`config.mk`:
```
export PLATFORM = sky130hd
export DESIGN_NAME = tcw_compare_output
export DESIGN_NICKNAME = d
export VERILOG_FILES = /design/src/tcw_pkg.sv /design/src/tcw_wave_engine.sv /design/src/tcw_compare_output.sv
export SDC_FILE = /design/constraint.sdc
export NUM_CORES = 1
export LEC_CHECK = 0
export BUFFER_PORTS_ARGS = -buffer_cell sky130_fd_sc_hd__buf_2
export CAP_MARGIN = 10
export CORE_ASPECT_RATIO = 0.5
export CORE_UTILIZATION = 45
export DETAILED_ROUTE_END_ITERATION = 12
export PLACE_DENSITY = 0.79
export SETUP_SLACK_MARGIN = 0.15
export SLEW_MARGIN = 20
export SYNTH_ARGS = -nofsm -noshare
export SYNTH_HDL_FRONTEND = slang
export SYNTH_SLANG_ARGS = --single-unit
```
`constraint.sdc`:
```
create_clock -name clk_in -period 6 [get_ports clk_in]
set_clock_uncertainty 0.2 [all_clocks]
set_input_delay 1.2 -clock clk_in [delete_from_list [all_inputs] [get_ports clk_in]]
set_output_delay 1.2 -clock clk_in [all_outputs]
set_load 0.005 [all_outputs]
```
`src/tcw_pkg.sv`:
```
// Constants and types shared by the compare-output waveform block
package tcw_pkg;

    // Register byte offsets on the Avalon-MM slave
    localparam logic [3:0]  TCW_OFS_CTRL_A = 4'h0;  // Channel A control
    localparam logic [3:0]  TCW_OFS_CTRL_B = 4'h4;  // Channel B control
    localparam logic [3:0]  TCW_OFS_STATUS = 4'h8;  // Output state, read only

    // Control register field positions
    localparam int          TCW_CAP_BIT    = 0;     // Capture select
    localparam int          TCW_INV_BIT    = 1;     // Polarity invert
    localparam int          TCW_MODE_LSB   = 2;     // Generation mode, 3 bits
    localparam int          TCW_LVL_BIT    = 5;     // Software level
    localparam int          TCW_PAIR_BIT   = 6;     // Pair match use

    // Reset value and writable bits of a control register
    localparam logic [15:0] TCW_CTRL_RST   = 16'h0000;
    localparam logic [15:0] TCW_CTRL_MASK  = 16'h007F;

    // Reset values of the bus answer and output flops
    localparam logic        TCW_WAIT_RST   = 1'b1;
    localparam logic        TCW_WAVE_RST   = 1'b0;

    // Generation modes, codes 0 to 7 in declaration order
    typedef enum logic [2:0] {
        TCW_MODE_SW,        // Software level
        TCW_MODE_SET,       // Set only
        TCW_MODE_TOG_RST,   // Toggle, then reset
        TCW_MODE_SET_RST,   // Set, then reset
        TCW_MODE_TOG,       // Toggle only
        TCW_MODE_RST,       // Reset only
        TCW_MODE_TOG_SET,   // Toggle, then set
        TCW_MODE_RST_SET    // Reset, then set
    } tcw_mode_t;

    // Counter direction as reported by the counter
    typedef enum logic [1:0] {
        TCW_CNT_UP,
        TCW_CNT_DOWN,
        TCW_CNT_UPDOWN,
        TCW_CNT_RSVD
    } tcw_cnt_t;

endpackage

```
`src/tcw_wave_engine.sv`:
```
// One channel's output waveform engine with polarity stage
`timescale 1ns/1ns
module tcw_wave_engine
(
    input  wire logic       clk_in,             // Timer clock
    input  wire logic       rst_n_in,           // Asynchronous reset
    input  wire logic [2:0] mode_in,            // Generation mode
    input  wire logic       capture_in,         // Channel in capture use
    input  wire logic       invert_in,          // Active low when set
    input  wire logic       sw_level_in,        // Software pin level
    input  wire logic       pair_use_in,        // Use partner match
    input  wire logic       own_match_in,       // Own compare match pulse
    input  wire logic       partner_match_in,   // Partner compare match pulse
    input  wire logic       period_evt_in,      // MAX or ZERO, chosen above
    output logic            active_out,         // Internal active state
    output logic            pin_out             // Pin level, registered
);

    logic active_reg;   // Active state of the waveform
    logic active_next;  // Next active state
    logic pin_reg;      // Registered pin level
    logic pin_next;     // Next pin level
    logic set_evt;      // Drive active this cycle
    logic clr_evt;      // Drive inactive this cycle
    logic tog_evt;      // Invert this cycle
    logic other_evt;    // Partner match or period event
    logic any_match;    // Own match, or either match of the pair with pair use

    // Decode the events that move the waveform for the chosen mode
    always_comb
    begin
        other_evt = pair_use_in ? partner_match_in : period_evt_in;
        any_match = own_match_in | (pair_use_in & partner_match_in);
        set_evt   = 1'b0;
        clr_evt   = 1'b0;
        tog_evt   = 1'b0;
        unique case (tcw_pkg::tcw_mode_t'(mode_in))
            tcw_pkg::TCW_MODE_RST_SET:
            begin
                clr_evt = own_match_in;
                set_evt = other_evt;
            end
            tcw_pkg::TCW_MODE_TOG_SET:
            begin
                tog_evt = own_match_in;
                set_evt = other_evt;
            end
            tcw_pkg::TCW_MODE_RST:     clr_evt = any_match;
            tcw_pkg::TCW_MODE_TOG:     tog_evt = any_match;
            tcw_pkg::TCW_MODE_SET_RST:
            begin
                set_evt = own_match_in;
                clr_evt = other_evt;
            end
            tcw_pkg::TCW_MODE_TOG_RST:
            begin
                tog_evt = own_match_in;
                clr_evt = other_evt;
            end
            tcw_pkg::TCW_MODE_SET:     set_evt = any_match;
            tcw_pkg::TCW_MODE_SW:      set_evt = 1'b0;
        endcase
    end

    // Next state: set and reset beat a toggle in the same cycle; where
    // set and reset meet, the event closing the period decides
    always_comb
    begin
        active_next = active_reg;
        pin_next    = pin_reg;
        if (!capture_in)
        begin
            if (mode_in == 3'(tcw_pkg::TCW_MODE_SW))
            begin
                // Software level is a pin level, not an active state
                pin_next    = sw_level_in;
                active_next = sw_level_in ^ invert_in;
            end
            else
            begin
                if (set_evt && clr_evt)
                    active_next = (mode_in == 3'(tcw_pkg::TCW_MODE_RST_SET));
                else if (set_evt)
                    active_next = 1'b1;
                else if (clr_evt)
                    active_next = 1'b0;
                else if (tog_evt)
                    active_next = ~active_reg;
                pin_next = active_next ^ invert_in;
            end
        end
    end

    // State and pin flops; capture use freezes both
    always_ff @(posedge clk_in or negedge rst_n_in)
    begin
        if (!rst_n_in)
        begin
            active_reg <= tcw_pkg::TCW_WAVE_RST;
            pin_reg    <= tcw_pkg::TCW_WAVE_RST;
        end
        else
        begin
            active_reg <= active_next;
            pin_reg    <= pin_next;
        end
    end

    assign active_out = active_reg;
    assign pin_out    = pin_reg;

endmodule // tcw_wave_engine

```
`src/tcw_compare_output.sv`:
```
// Compare-output waveform block for one comparator pair, Avalon-MM slave
`timescale 1ns/1ns

// Contract
// - Mode and level bits ignored in capture
// - Mode zero: output follows software level bit
// - Software level zero gives low pin
// - Mode 7: match resets, MAX/ZERO/partner sets
// - Mode 6: match toggles, MAX/ZERO/partner sets
// - Mode 5: matches only reset the output
// - Mode 4: matches only toggle the output
// - Mode 3: match sets, MAX/ZERO/partner resets
// - Mode 2: match toggles, MAX/ZERO/partner resets
// - Mode 1: matches only set the output
// - Software level one gives high pin
// - Pair bit selects partner match over MAX/ZERO
// - Polarity bit maps active to pin level
// - Channel mode bit: zero compare, one capture
module tcw_compare_output
#(
    parameter int ADDR_W = 4    // Byte address width of the slave
)
(
    input  wire logic              clk_in,               // Timer clock
    input  wire logic              rst_n_in,             // Asynchronous reset
    input  wire logic [ADDR_W-1:0] avs_address_in,       // Byte address
    input  wire logic              avs_read_in,          // Read request
    input  wire logic              avs_write_in,         // Write request
    input  wire logic [31:0]       avs_writedata_in,     // Write data
    input  wire logic [3:0]        avs_byteenable_in,    // Byte lanes
    output logic      [31:0]       avs_readdata_out,     // Read data
    output logic                   avs_waitrequest_out,  // Stall
    input  wire logic              match_a_in,           // Channel A match
    input  wire logic              match_b_in,           // Channel B match
    input  wire logic              cnt_max_in,           // Counter MAX
    input  wire logic              cnt_zero_in,          // Counter ZERO
    input  wire logic [1:0]        count_mode_in,        // Counter direction
    output logic      [1:0]        channel_wave_out      // Output pins
);

    // Elaboration check: offsets need at least four address bits
    if (ADDR_W < 4)
    begin : g_addr_check
        $error("ADDR_W must be at least 4");
    end

    // Control registers of the two channels
    logic [15:0]       ctrl_a_reg;      // Channel A control
    logic [15:0]       ctrl_b_reg;      // Channel B control

    // Bus answer flops
    logic              wait_reg;        // Waitrequest, high when idle
    logic [31:0]       rdata_reg;       // Read data held for the answer
    logic [31:0]       rdata_next;      // Read data of the current address

    // Bus request decode
    logic              req;             // Read or write present
    logic              wr_take;         // Write takes effect this edge
    logic              hit_a;           // Address selects channel A
    logic              hit_b;           // Address selects channel B
    logic              hit_s;           // Address selects status

    // Waveform engine outputs
    logic              active_a;        // Channel A active state
    logic              active_b;        // Channel B active state
    logic              pin_a;           // Channel A pin level
    logic              pin_b;           // Channel B pin level

    // Period event chosen from counter direction
    logic              period_evt;      // MAX or ZERO for this direction

    // Address decode shared by every register select
    function automatic logic addr_is
    (
        input logic [ADDR_W-1:0] addr,
        input logic [3:0]        ofs
    );
        addr_is = (addr == ADDR_W'(ofs));
    endfunction

    // Byte lane merge of a 16-bit control register; only
    // the writable bits change, reserved bits stay zero
    function automatic logic [15:0] merge_ctrl
    (
        input logic [15:0] old_val,
        input logic [31:0] wdata,
        input logic [3:0]  be
    );
        logic [15:0] merged;
        merged = old_val;
        if (be[0])
        begin
            merged[7:0] = wdata[7:0];
        end
        if (be[1])
        begin
            merged[15:8] = wdata[15:8];
        end
        merge_ctrl = merged & tcw_pkg::TCW_CTRL_MASK;
    endfunction

    // Request decode
    always_comb
    begin
        req     = avs_read_in | avs_write_in;
        hit_a   = addr_is(avs_address_in, tcw_pkg::TCW_OFS_CTRL_A);
        hit_b   = addr_is(avs_address_in, tcw_pkg::TCW_OFS_CTRL_B);
        hit_s   = addr_is(avs_address_in, tcw_pkg::TCW_OFS_STATUS);
        // The write lands on the edge where the master sees
        // waitrequest low, and on that edge only
        wr_take = avs_write_in & ~wait_reg;
    end

    // Waitrequest drops for one cycle after a request is seen,
    // then rises again; every access costs exactly one stall cycle.
    // A flop-driven answer keeps the bus output glitch free.
    always_ff @(posedge clk_in or negedge rst_n_in)
    begin
        if (!rst_n_in)
        begin
            wait_reg <= tcw_pkg::TCW_WAIT_RST;
        end
        else if (req && wait_reg)
        begin
            // Answer on the next cycle
            wait_reg <= 1'b0;
        end
        else
        begin
            // Back to stall once the answer was given
            wait_reg <= 1'b1;
        end
    end

    // Read mux; an unmapped address reads as zero
    always_comb
    begin
        rdata_next = 32'h0000_0000;
        if (hit_a)
        begin
            rdata_next[15:0] = ctrl_a_reg;
        end
        else if (hit_b)
        begin
            rdata_next[15:0] = ctrl_b_reg;
        end
        else if (hit_s)
        begin
            // Pin levels in bits 1:0, active states in bits 3:2
            rdata_next[3:0] = {active_b, active_a, pin_b, pin_a};
        end
        else
        begin
            // Unmapped: zero
            rdata_next = 32'h0000_0000;
        end
    end

    // Read data is loaded while waitrequest is still high so it
    // already stands in the cycle the master samples it
    always_ff @(posedge clk_in or negedge rst_n_in)
    begin
        if (!rst_n_in)
        begin
            rdata_reg <= 32'h0000_0000;
        end
        else if (avs_read_in && wait_reg)
        begin
            rdata_reg <= rdata_next;
        end
        else if (!wait_reg)
        begin
            // Clear after the answer so stale data never lingers
            rdata_reg <= 32'h0000_0000;
        end
    end

    // Channel A control register
    always_ff @(posedge clk_in or negedge rst_n_in)
    begin
        if (!rst_n_in)
        begin
            ctrl_a_reg <= tcw_pkg::TCW_CTRL_RST;
        end
        else if (wr_take && hit_a)
        begin
            // Reserved bits are masked off in the merge
            ctrl_a_reg <= merge_ctrl(ctrl_a_reg, avs_writedata_in, avs_byteenable_in);
        end
    end

    // Channel B control register
    always_ff @(posedge clk_in or negedge rst_n_in)
    begin
        if (!rst_n_in)
        begin
            ctrl_b_reg <= tcw_pkg::TCW_CTRL_RST;
        end
        else if (wr_take && hit_b)
        begin
            // Writes to the status offset are ignored
            ctrl_b_reg <= merge_ctrl(ctrl_b_reg, avs_writedata_in, avs_byteenable_in);
        end
    end

    // The counter reports its direction; down counting ends a
    // period at ZERO, up and up/down counting at MAX. The
    // reserved code is treated as up counting.
    always_comb
    begin
        unique case (tcw_pkg::tcw_cnt_t'(count_mode_in))
            tcw_pkg::TCW_CNT_DOWN:
            begin
                period_evt = cnt_zero_in;
            end
            tcw_pkg::TCW_CNT_UP,
            tcw_pkg::TCW_CNT_UPDOWN,
            tcw_pkg::TCW_CNT_RSVD:
            begin
                period_evt = cnt_max_in;
            end
        endcase
    end

    // Channel A waveform: own match A, partner match B.
    // Events come from logic on this clock, so no synchroniser.
    tcw_wave_engine u_wave_a
    (
        .clk_in           (clk_in),
        .rst_n_in         (rst_n_in),
        .mode_in          (ctrl_a_reg[tcw_pkg::TCW_MODE_LSB +: 3]),
        .capture_in       (ctrl_a_reg[tcw_pkg::TCW_CAP_BIT]),
        .invert_in        (ctrl_a_reg[tcw_pkg::TCW_INV_BIT]),
        .sw_level_in      (ctrl_a_reg[tcw_pkg::TCW_LVL_BIT]),
        .pair_use_in      (ctrl_a_reg[tcw_pkg::TCW_PAIR_BIT]),
        .own_match_in     (match_a_in),
        .partner_match_in (match_b_in),
        .period_evt_in    (period_evt),
        .active_out       (active_a),
        .pin_out          (pin_a)
    );

    // Channel B waveform: roles of the two matches swapped,
    // which gives the complementary pair behaviour
    tcw_wave_engine u_wave_b
    (
        .clk_in           (clk_in),
        .rst_n_in         (rst_n_in),
        .mode_in          (ctrl_b_reg[tcw_pkg::TCW_MODE_LSB +: 3]),
        .capture_in       (ctrl_b_reg[tcw_pkg::TCW_CAP_BIT]),
        .invert_in        (ctrl_b_reg[tcw_pkg::TCW_INV_BIT]),
        .sw_level_in      (ctrl_b_reg[tcw_pkg::TCW_LVL_BIT]),
        .pair_use_in      (ctrl_b_reg[tcw_pkg::TCW_PAIR_BIT]),
        .own_match_in     (match_b_in),
        .partner_match_in (match_a_in),
        .period_evt_in    (period_evt),
        .active_out       (active_b),
        .pin_out          (pin_b)
    );

    // Outputs; both pins come straight from the engine flops
    assign avs_waitrequest_out = wait_reg;
    assign avs_readdata_out    = rdata_reg;
    assign channel_wave_out    = {pin_b, pin_a};

endmodule // tcw_compare_output

```
==> results of run 1 <==
-- per-layer routing --
| metal | global-route usage (%) | routed length, um | vias to the layer above |
|---|---|---|---|
| li1 | - | - | 633 |
| met1 | 24.2 | 1510 | 616 |
| met2 | 29.6 | 1590 | 57 |
| met3 | 3.99 | 186 | 2 |
| met4 | 3.81 | 14 | 0 |
| met5 | 0 | 0 | - |
-- logic make-up after synthesis --
kind of cell,share of synthesized area (%)
and+or+nand+nor,17.3
AOI/OAI and AO/OA,13.6
xor gates and xnor gates,1.02
DFF,38.1
other,0.219
muxes,13.8
buffers and inverters,16.0
-- where the power goes --
part / switching [mW] / internal [mW]
combinational: 0.0679 / 0.0738
clock: 0.0578 / 0.0893
sequential: 0.0402 / 0.204
-- stage by stage --
stage               area, um2  util, %  cells
finish                   1860     52.7    259
global route             1860     52.7    259
global placement         1790     50.6    255
CTS                      1860     52.7    259
detailed placement       1790     50.6    255
floorplan                1800        -    206
-- worst min path at each step --
stage                              startpoint                   to  slack (ps)  depth (start not counted)
after CTS                 avs_waitrequest_out  avs_waitrequest_out         320                          1
final                     avs_waitrequest_out  avs_waitrequest_out         320                          1
after floorplan              u_wave_a.pin_out     u_wave_a.pin_out         270                          2
after global placement    avs_waitrequest_out  avs_waitrequest_out         300                          1
after detailed placement  avs_waitrequest_out  avs_waitrequest_out         300                          1
after global routing         u_wave_a.pin_out     u_wave_a.pin_out         360                          2
-- layout by cell type (no fill, tap or decap), types with 3 or more instances in the layout --
| cell | n |
|---|---|
| a21boi_0 | 3 |
| a21oi_1 | 8 |
| and2_1 | 4 |
| buf_2 | 31 |
| clkbuf_8 | 3 |
| conb_1 | 25 |
| dfrtp_1 | 25 |
| inv_1 | 11 |
| mux2_2 | 15 |
| mux2i_1 | 4 |
| nand2_1 | 10 |
| nand2b_1 | 4 |
| nand3_1 | 4 |
| nor2_1 | 10 |
| nor3_1 | 6 |
| nor3b_1 | 4 |
| o21ai_0 | 5 |
| o21ai_1 | 3 |
| o22ai_1 | 5 |
-- final cells by class --
type	count	area, um2	share of cell area [%]
timing repair buffer	31	155	8.35
clock inverter	1	30.0	1.62
sequential	26	652	35.1
multi-input combinational	136	875	47.1
clock buffer	3	41.3	2.22
inverter	11	41.3	2.22
tap	51	63.8	3.43
-- worst register-to-register path: cells and delay by family, from the launching register on --
family	cells	cell delay (ps)
AO/OA/AOI/OAI	3	800
multiplexers	1	320
AND/OR/NAND/NOR	1	430
flip-flops	1	440
-- cell usage after synthesis, types with 5 or more instances --
master / count
a21oi_1: 8
buf_4: 27
clkbuf_1: 5
dfrtp_1: 25
inv_1: 11
mux2_2: 15
nand2_1: 10
nor2_1: 10
nor3_1: 6
o21ai_0: 5
o22ai_1: 5
==> qor.txt, run 1 <==
Register bit count reported by yosys -> 26
Fin Hold WS -> 320 ps
Fill cell count -> 315
Final Power -> 533 uW
CTS Sinks -> 26
DRC viols -> 0
Netlist cell types -> 42
Max incr delay on CP -> 440 ps
Die Y -> 45.6 um
Clock Tree Root -> clkbuf_8
Startpoint Class -> primary input
Slew Limit Fails -> 0
Slowest CP cell -> o311ai_1
Mapped cell area -> 1710 um2
CP endpoint -> u_wave_b.pin_out
Row count -> 15
Ys flop type -> dfrtp_1
Ys Warns -> 0
IO Pins -> 85
Initial DRT Pass Iterations -> 4
Post-Syn Area per Cell -> 9.40 um2
Clk slew on worst S/H paths -> 100 ps
RSZ-0062 raised after global routing -> no
WP data required -> 5990 ps
CP Max Fanout -> 4
Max Fclk -> 339 MHz
Worst r2r src -> ctrl_b_reg[6]
Overall routing resource usage -> 17.8%
Post-CTS setup buffers -> 0
Status -> complete, no violations
R2r setup slk -> 3750 ps
Total core area -> 3530 um2
Worst-path cell chain -> buf_2 -> nor2b_1 -> o311ai_1 -> o21ai_1 -> or3b_1 -> mux2_4 -> a221oi_2
Crit Reg-Reg Endpoint -> u_wave_b.pin_out
H-tree Lvls -> 1
First-pass GRT wire length -> 5.29 mm
Ranking of synthesized cells by area -> dfrtp_1 37%, buf_4 12%, mux2_2 9.9%
Critical path depth in cells -> 7
Worst slew pin tran -> 727 ps
TNS Setup -> 0 ps
Yosys top cell by area -> dfrtp_1
Starting density of the core -> 48.5%
Final wirelength -> 3.30 mm
CP endpoint kind -> register
Area share of the largest cell type after synthesis -> 36.6%
GRT Residual Overflow -> 0
CP delay by family, top -> compound AO/OA/AOI/OAI gates
Routed Antenna Nets -> 0
Hold-fix buffers at CTS -> 0
Final worst slack -> 3050 ps
Gpl congestion -> 0.824
Vias -> 1308
Share of flip-flops with an asynchronous set or reset -> 100%
Max-cap viol count -> 0
CP Data Arrival Time -> 2940 ps
Reg2reg path depth -> 5
Worst rel slew slack -> 51.3%
Initial antenna violation count -> 0
DR WL/cell -> 12.7 um
Starting DRT DRC Count -> 74
VDD IR max -> 0.0000871 V
Detailed placement HPWL -> 2.53 mm
Final nets -> 259
CTS max path bufs -> 2
Die W -> 89.2 um
EDFF count, synth -> 0
Fin crit share -> 49.2%
Crit path buf inv count -> 1
LEAKAGE -> 0.923 nW
Min-delay worst type -> register to register
CP Class -> primary input to register
Die ar. -> 4070 um2
Worst-Skew Late Latency -> 280 ps
Vias per cell -> 5.05
Synthesis-to-layout area growth -> 8.63%
Fraction of layout cells with a size suffix above 1 -> 25.5%
Ant diodes -> 0
Vias in the first global route -> 1129
Post-cts gate resize count -> 0
Seq/Total Area, Yosys -> 38.1%
Post-Syn Instances -> 182
Final Critical Period -> 2950 ps
Buffers on Ports -> 31
CTS buffer count -> 3
Finish-stage setup viols -> 0
Crit path launch -> count_mode_in[0]
Largest net degree at the start of global routing -> 27
Post-place setup slack -> 2770 ps
Cell Pwr Density -> 287 nW/um2
TritonCTS clock tree -> yes
Hold Vio Cnt, Final -> 0
Power figures use the tool's default switching activity.
==> run 2: changes to the inputs <==
ABC_AREA = 1   (was unset)
PLACE_DENSITY = 0.78   (was 0.79)
clock period = 2.86 ns   (was 6 ns; I/O delays follow)
==> run 2 against run 1 <==
Global-route usage is 0.25 points higher. Via count increased by 17%. Total power grew 110%. Die area increased by 3.4%. Cell area increased by 2.7%. Critical endpoint is now avs_waitrequest_out. Largest cell class unchanged. Highest routed layer unchanged.
==> qor.txt, run 2 <==
Status -> complete, no violations (unchanged)
GRT Residual Overflow -> 0 (unchanged)
CTS buffer count -> 3 (unchanged)
Multi-input gate area -> 816 um2 (was 875 um2)
Detailed placement HPWL -> 2.85 mm (was 2.53 mm)
Register bit count reported by yosys -> 26 (unchanged)
LEAKAGE -> 1.04 nW (was 0.923 nW)
Fill cell count -> 355 (was 315)
CP Class -> register to primary output (was primary input to register)
Yosys top cell by area -> dfrtp_1 (unchanged)
Max-cap viol count -> 0 (unchanged)
Worst slew pin tran -> 576 ps (was 727 ps)
Area share of the largest cell type after synthesis -> 35.3% (was 36.6%)
Min-delay worst type -> primary input to asynchronous set/reset pin (was register to register)
Ranking of synthesized cells by area -> dfrtp_1 35%, nand2_1 12%, buf_4 12% (was dfrtp_1 37%, buf_4 12%, mux2_2 9.9%)
Share of flip-flops with an asynchronous set or reset -> 100% (unchanged)
VDD IR max -> 0.000199 V (was 0.0000871 V)
Total area of sequential cells -> 652 um2 (unchanged)
Die W -> 90.7 um (was 89.2 um)
Most frequent cells in the layout -> 58 x nand2_1, 33 x inv_1, 31 x buf_2 (was 31 x buf_2, 25 x conb_1, 25 x dfrtp_1)
Reg2reg path depth -> 13 (was 5)
Final Power -> 1.13 mW (was 533 uW)
Final nets -> 322 (was 259)
Ys flop type -> dfrtp_1 (unchanged)
EDFF count, synth -> 0 (unchanged)
Crit Reg-Reg Endpoint -> u_wave_b.pin_out (unchanged)
WP data required -> 2090 ps (was 5990 ps)
Worst-path cell chain -> buf_2 (was buf_2 -> nor2b_1 -> o311ai_1 -> o21ai_1 -> or3b_1 -> mux2_4 -> a221oi_2)
Starting density of the core -> 49.1% (was 48.5%)
Clock Tree Root -> clkbuf_8 (unchanged)
Seq/Total Area, Yosys -> 36.8% (was 38.1%)
CP delay by family, top -> flip-flops (was compound AO/OA/AOI/OAI gates)
CP endpoint kind -> primary output (was register)
Die ar. -> 4200 um2 (was 4070 um2)
Ys Warns -> 0 (unchanged)
Mapped cell area -> 1770 um2 (was 1710 um2)
Starting DRT DRC Count -> 62 (was 74)
Vias -> 1536 (was 1308)
Max incr delay on CP -> 630 ps (was 440 ps)
TNS Setup -> 0 ps (unchanged)
Overall routing resource usage -> 18.0% (was 17.8%)
Clk slew on worst S/H paths -> 90 ps (was 100 ps)
Post-cts gate resize count -> 0 (unchanged)
Vias in the first global route -> 1348 (was 1129)
Finish-stage setup viols -> 0 (unchanged)
Total core area -> 3600 um2 (was 3530 um2)
CP Data Arrival Time -> 1050 ps (was 2940 ps)
CP Max Fanout -> 11 (was 4)
CTS max path bufs -> 2 (unchanged)
DR WL/cell -> 11.0 um (was 12.7 um)
Row count -> 15 (unchanged)
Worst r2r src -> ctrl_b_reg[3] (was ctrl_b_reg[6])
Routed Antenna Nets -> 0 (unchanged)
Die Y -> 46.4 um (was 45.6 um)
Ant diodes -> 0 (unchanged)
Fraction of layout cells with a size suffix above 1 -> 22.9% (was 25.5%)
Top post-synthesis cells by count -> 58 x nand2_1, 33 x inv_1, 28 x buf_4, 25 x dfrtp_1, 19 x nand3_1 (was 27 x buf_4, 25 x dfrtp_1, 15 x mux2_2, 11 x inv_1)
H-tree Lvls -> 1 (unchanged)
Startpoint Class -> register (was primary input)
Buffers on Ports -> 31 (unchanged)
Gpl congestion -> 0.863 (was 0.824)
IO Pins -> 85 (unchanged)
Final wirelength -> 3.55 mm (was 3.30 mm)
Max Fclk -> 550 MHz
Netlist cell types -> 27 (was 42)
DRC viols -> 0 (unchanged)
Top-count cell post-synth -> nand2_1 (was buf_4)
Final Critical Period -> 1820 ps
Post-Syn Area per Cell -> 7.26 um2 (was 9.40 um2)
First-pass GRT wire length -> 5.91 mm (was 5.29 mm)
Post-CTS setup buffers -> 0 (unchanged)
Most common cell after layout, fill and taps aside -> nand2_1 (was buf_2)
Hold Vio Cnt, Final -> 0 (unchanged)
Initial DRT Pass Iterations -> 4 (unchanged)
RSZ-0062 raised after global routing -> no (unchanged)
CTS Sinks -> 26 (unchanged)
Vias per cell -> 4.77 (was 5.05)
Initial antenna violation count -> 0 (unchanged)
Fin crit share -> 63.6%
Worst-Skew Late Latency -> 270 ps (was 280 ps)
Synthesis-to-layout area growth -> 7.77% (was 8.63%)
Worst rel slew slack -> 61.6% (was 51.3%)
Crit path buf inv count -> 1 (unchanged)
Largest net degree at the start of global routing -> 27 (unchanged)
Slew Limit Fails -> 0 (unchanged)
Slowest CP cell -> dfstp_2 (was o311ai_1)
R2r setup slk -> 1230 ps (was 3750 ps)
Hold-fix buffers at CTS -> 0 (unchanged)
Cell Pwr Density -> 592 nW/um2 (was 287 nW/um2)
Post-Syn Instances -> 244 (was 182)
TritonCTS clock tree -> yes (unchanged)
==> run 2: changes by cell type after synthesis, sizes merged, moves of 16 or more <==
| cell | change |
|---|---|
| inv | +29 |
| mux2 | -17 |
| nand2 | +52 |
| nand3 | +16 |
| o21ai | +25 |
==> run 2: layer usage <==
layer / vias up / GRT usage (%) / share of wire [%]
li1: 773 / - / -
met4: 0 / 5.48 / 0.65
met5: - / 0 / 0
met2: 71 / 30.5 / 43
met1: 687 / 24.1 / 49
met3: 5 / 3.47 / 7.2
==> run 2: kinds of logic (layout without fill, tap and decap cells) <==
logic type,count (synthesis),count (layout),share of synthesized area (%)
and+or+nand+nor,101,101,25.7
buffers and inverters,72,75,22.2
AOI/OAI and AO/OA,43,43,14.6
DFF,26,26,36.8
other,1,25,0.212
xor gates and xnor gates,1,1,0.495
==> run 2: metrics by stage <==
stage / util [%] / worst slack [ps] / hold slack, ps / instance area, um2 / cells
after floorplan: - / 1200 / 76.4 / 1860 / 268
after global placement: 51.0 / 948 / 297 / 1840 / 318
after detailed placement: 51.0 / 922 / 301 / 1840 / 318
after CTS: 53.0 / 1030 / 102 / 1910 / 322
after global routing: 53.0 / 997 / 124 / 1910 / 322
final: 53.0 / 1040 / 82.9 / 1910 / 322
==> run 2: worst max path at each step <==
stage | cells past startpoint | end | slack [ps] | from
after floorplan | 9 | ctrl_b_reg[4] | 1200 | avs_address_in[1]
after global placement | 9 | ctrl_b_reg[0] | 950 | avs_address_in[1]
after detailed placement | 9 | ctrl_b_reg[0] | 920 | avs_address_in[1]
after CTS | 1 | avs_waitrequest_out | 1030 | avs_waitrequest_out
after global routing | 1 | avs_waitrequest_out | 1000 | avs_waitrequest_out
final | 1 | avs_waitrequest_out | 1040 | avs_waitrequest_out
==> run 2: area by class of cell <==
type / count / share of cell area, %
inverters: 40 / 7.87
flip-flops and latches: 26 / 34.2
clock inverters: 1 / 1.57
multi-input cells: 170 / 42.8
repair buffers: 31 / 8.13
clock buffers: 3 / 2.16
well taps: 51 / 3.34
==> run 2: where the power goes <==
| group | total [mW] | switching (mW) | leakage, nW | internal (mW) |
|---|---|---|---|---|
| logic | 0.322 | 0.196 | 0.655 | 0.127 |
| clock network | 0.300 | 0.113 | 0.0357 | 0.187 |
| registers | 0.507 | 0.0797 | 0.346 | 0.427 |
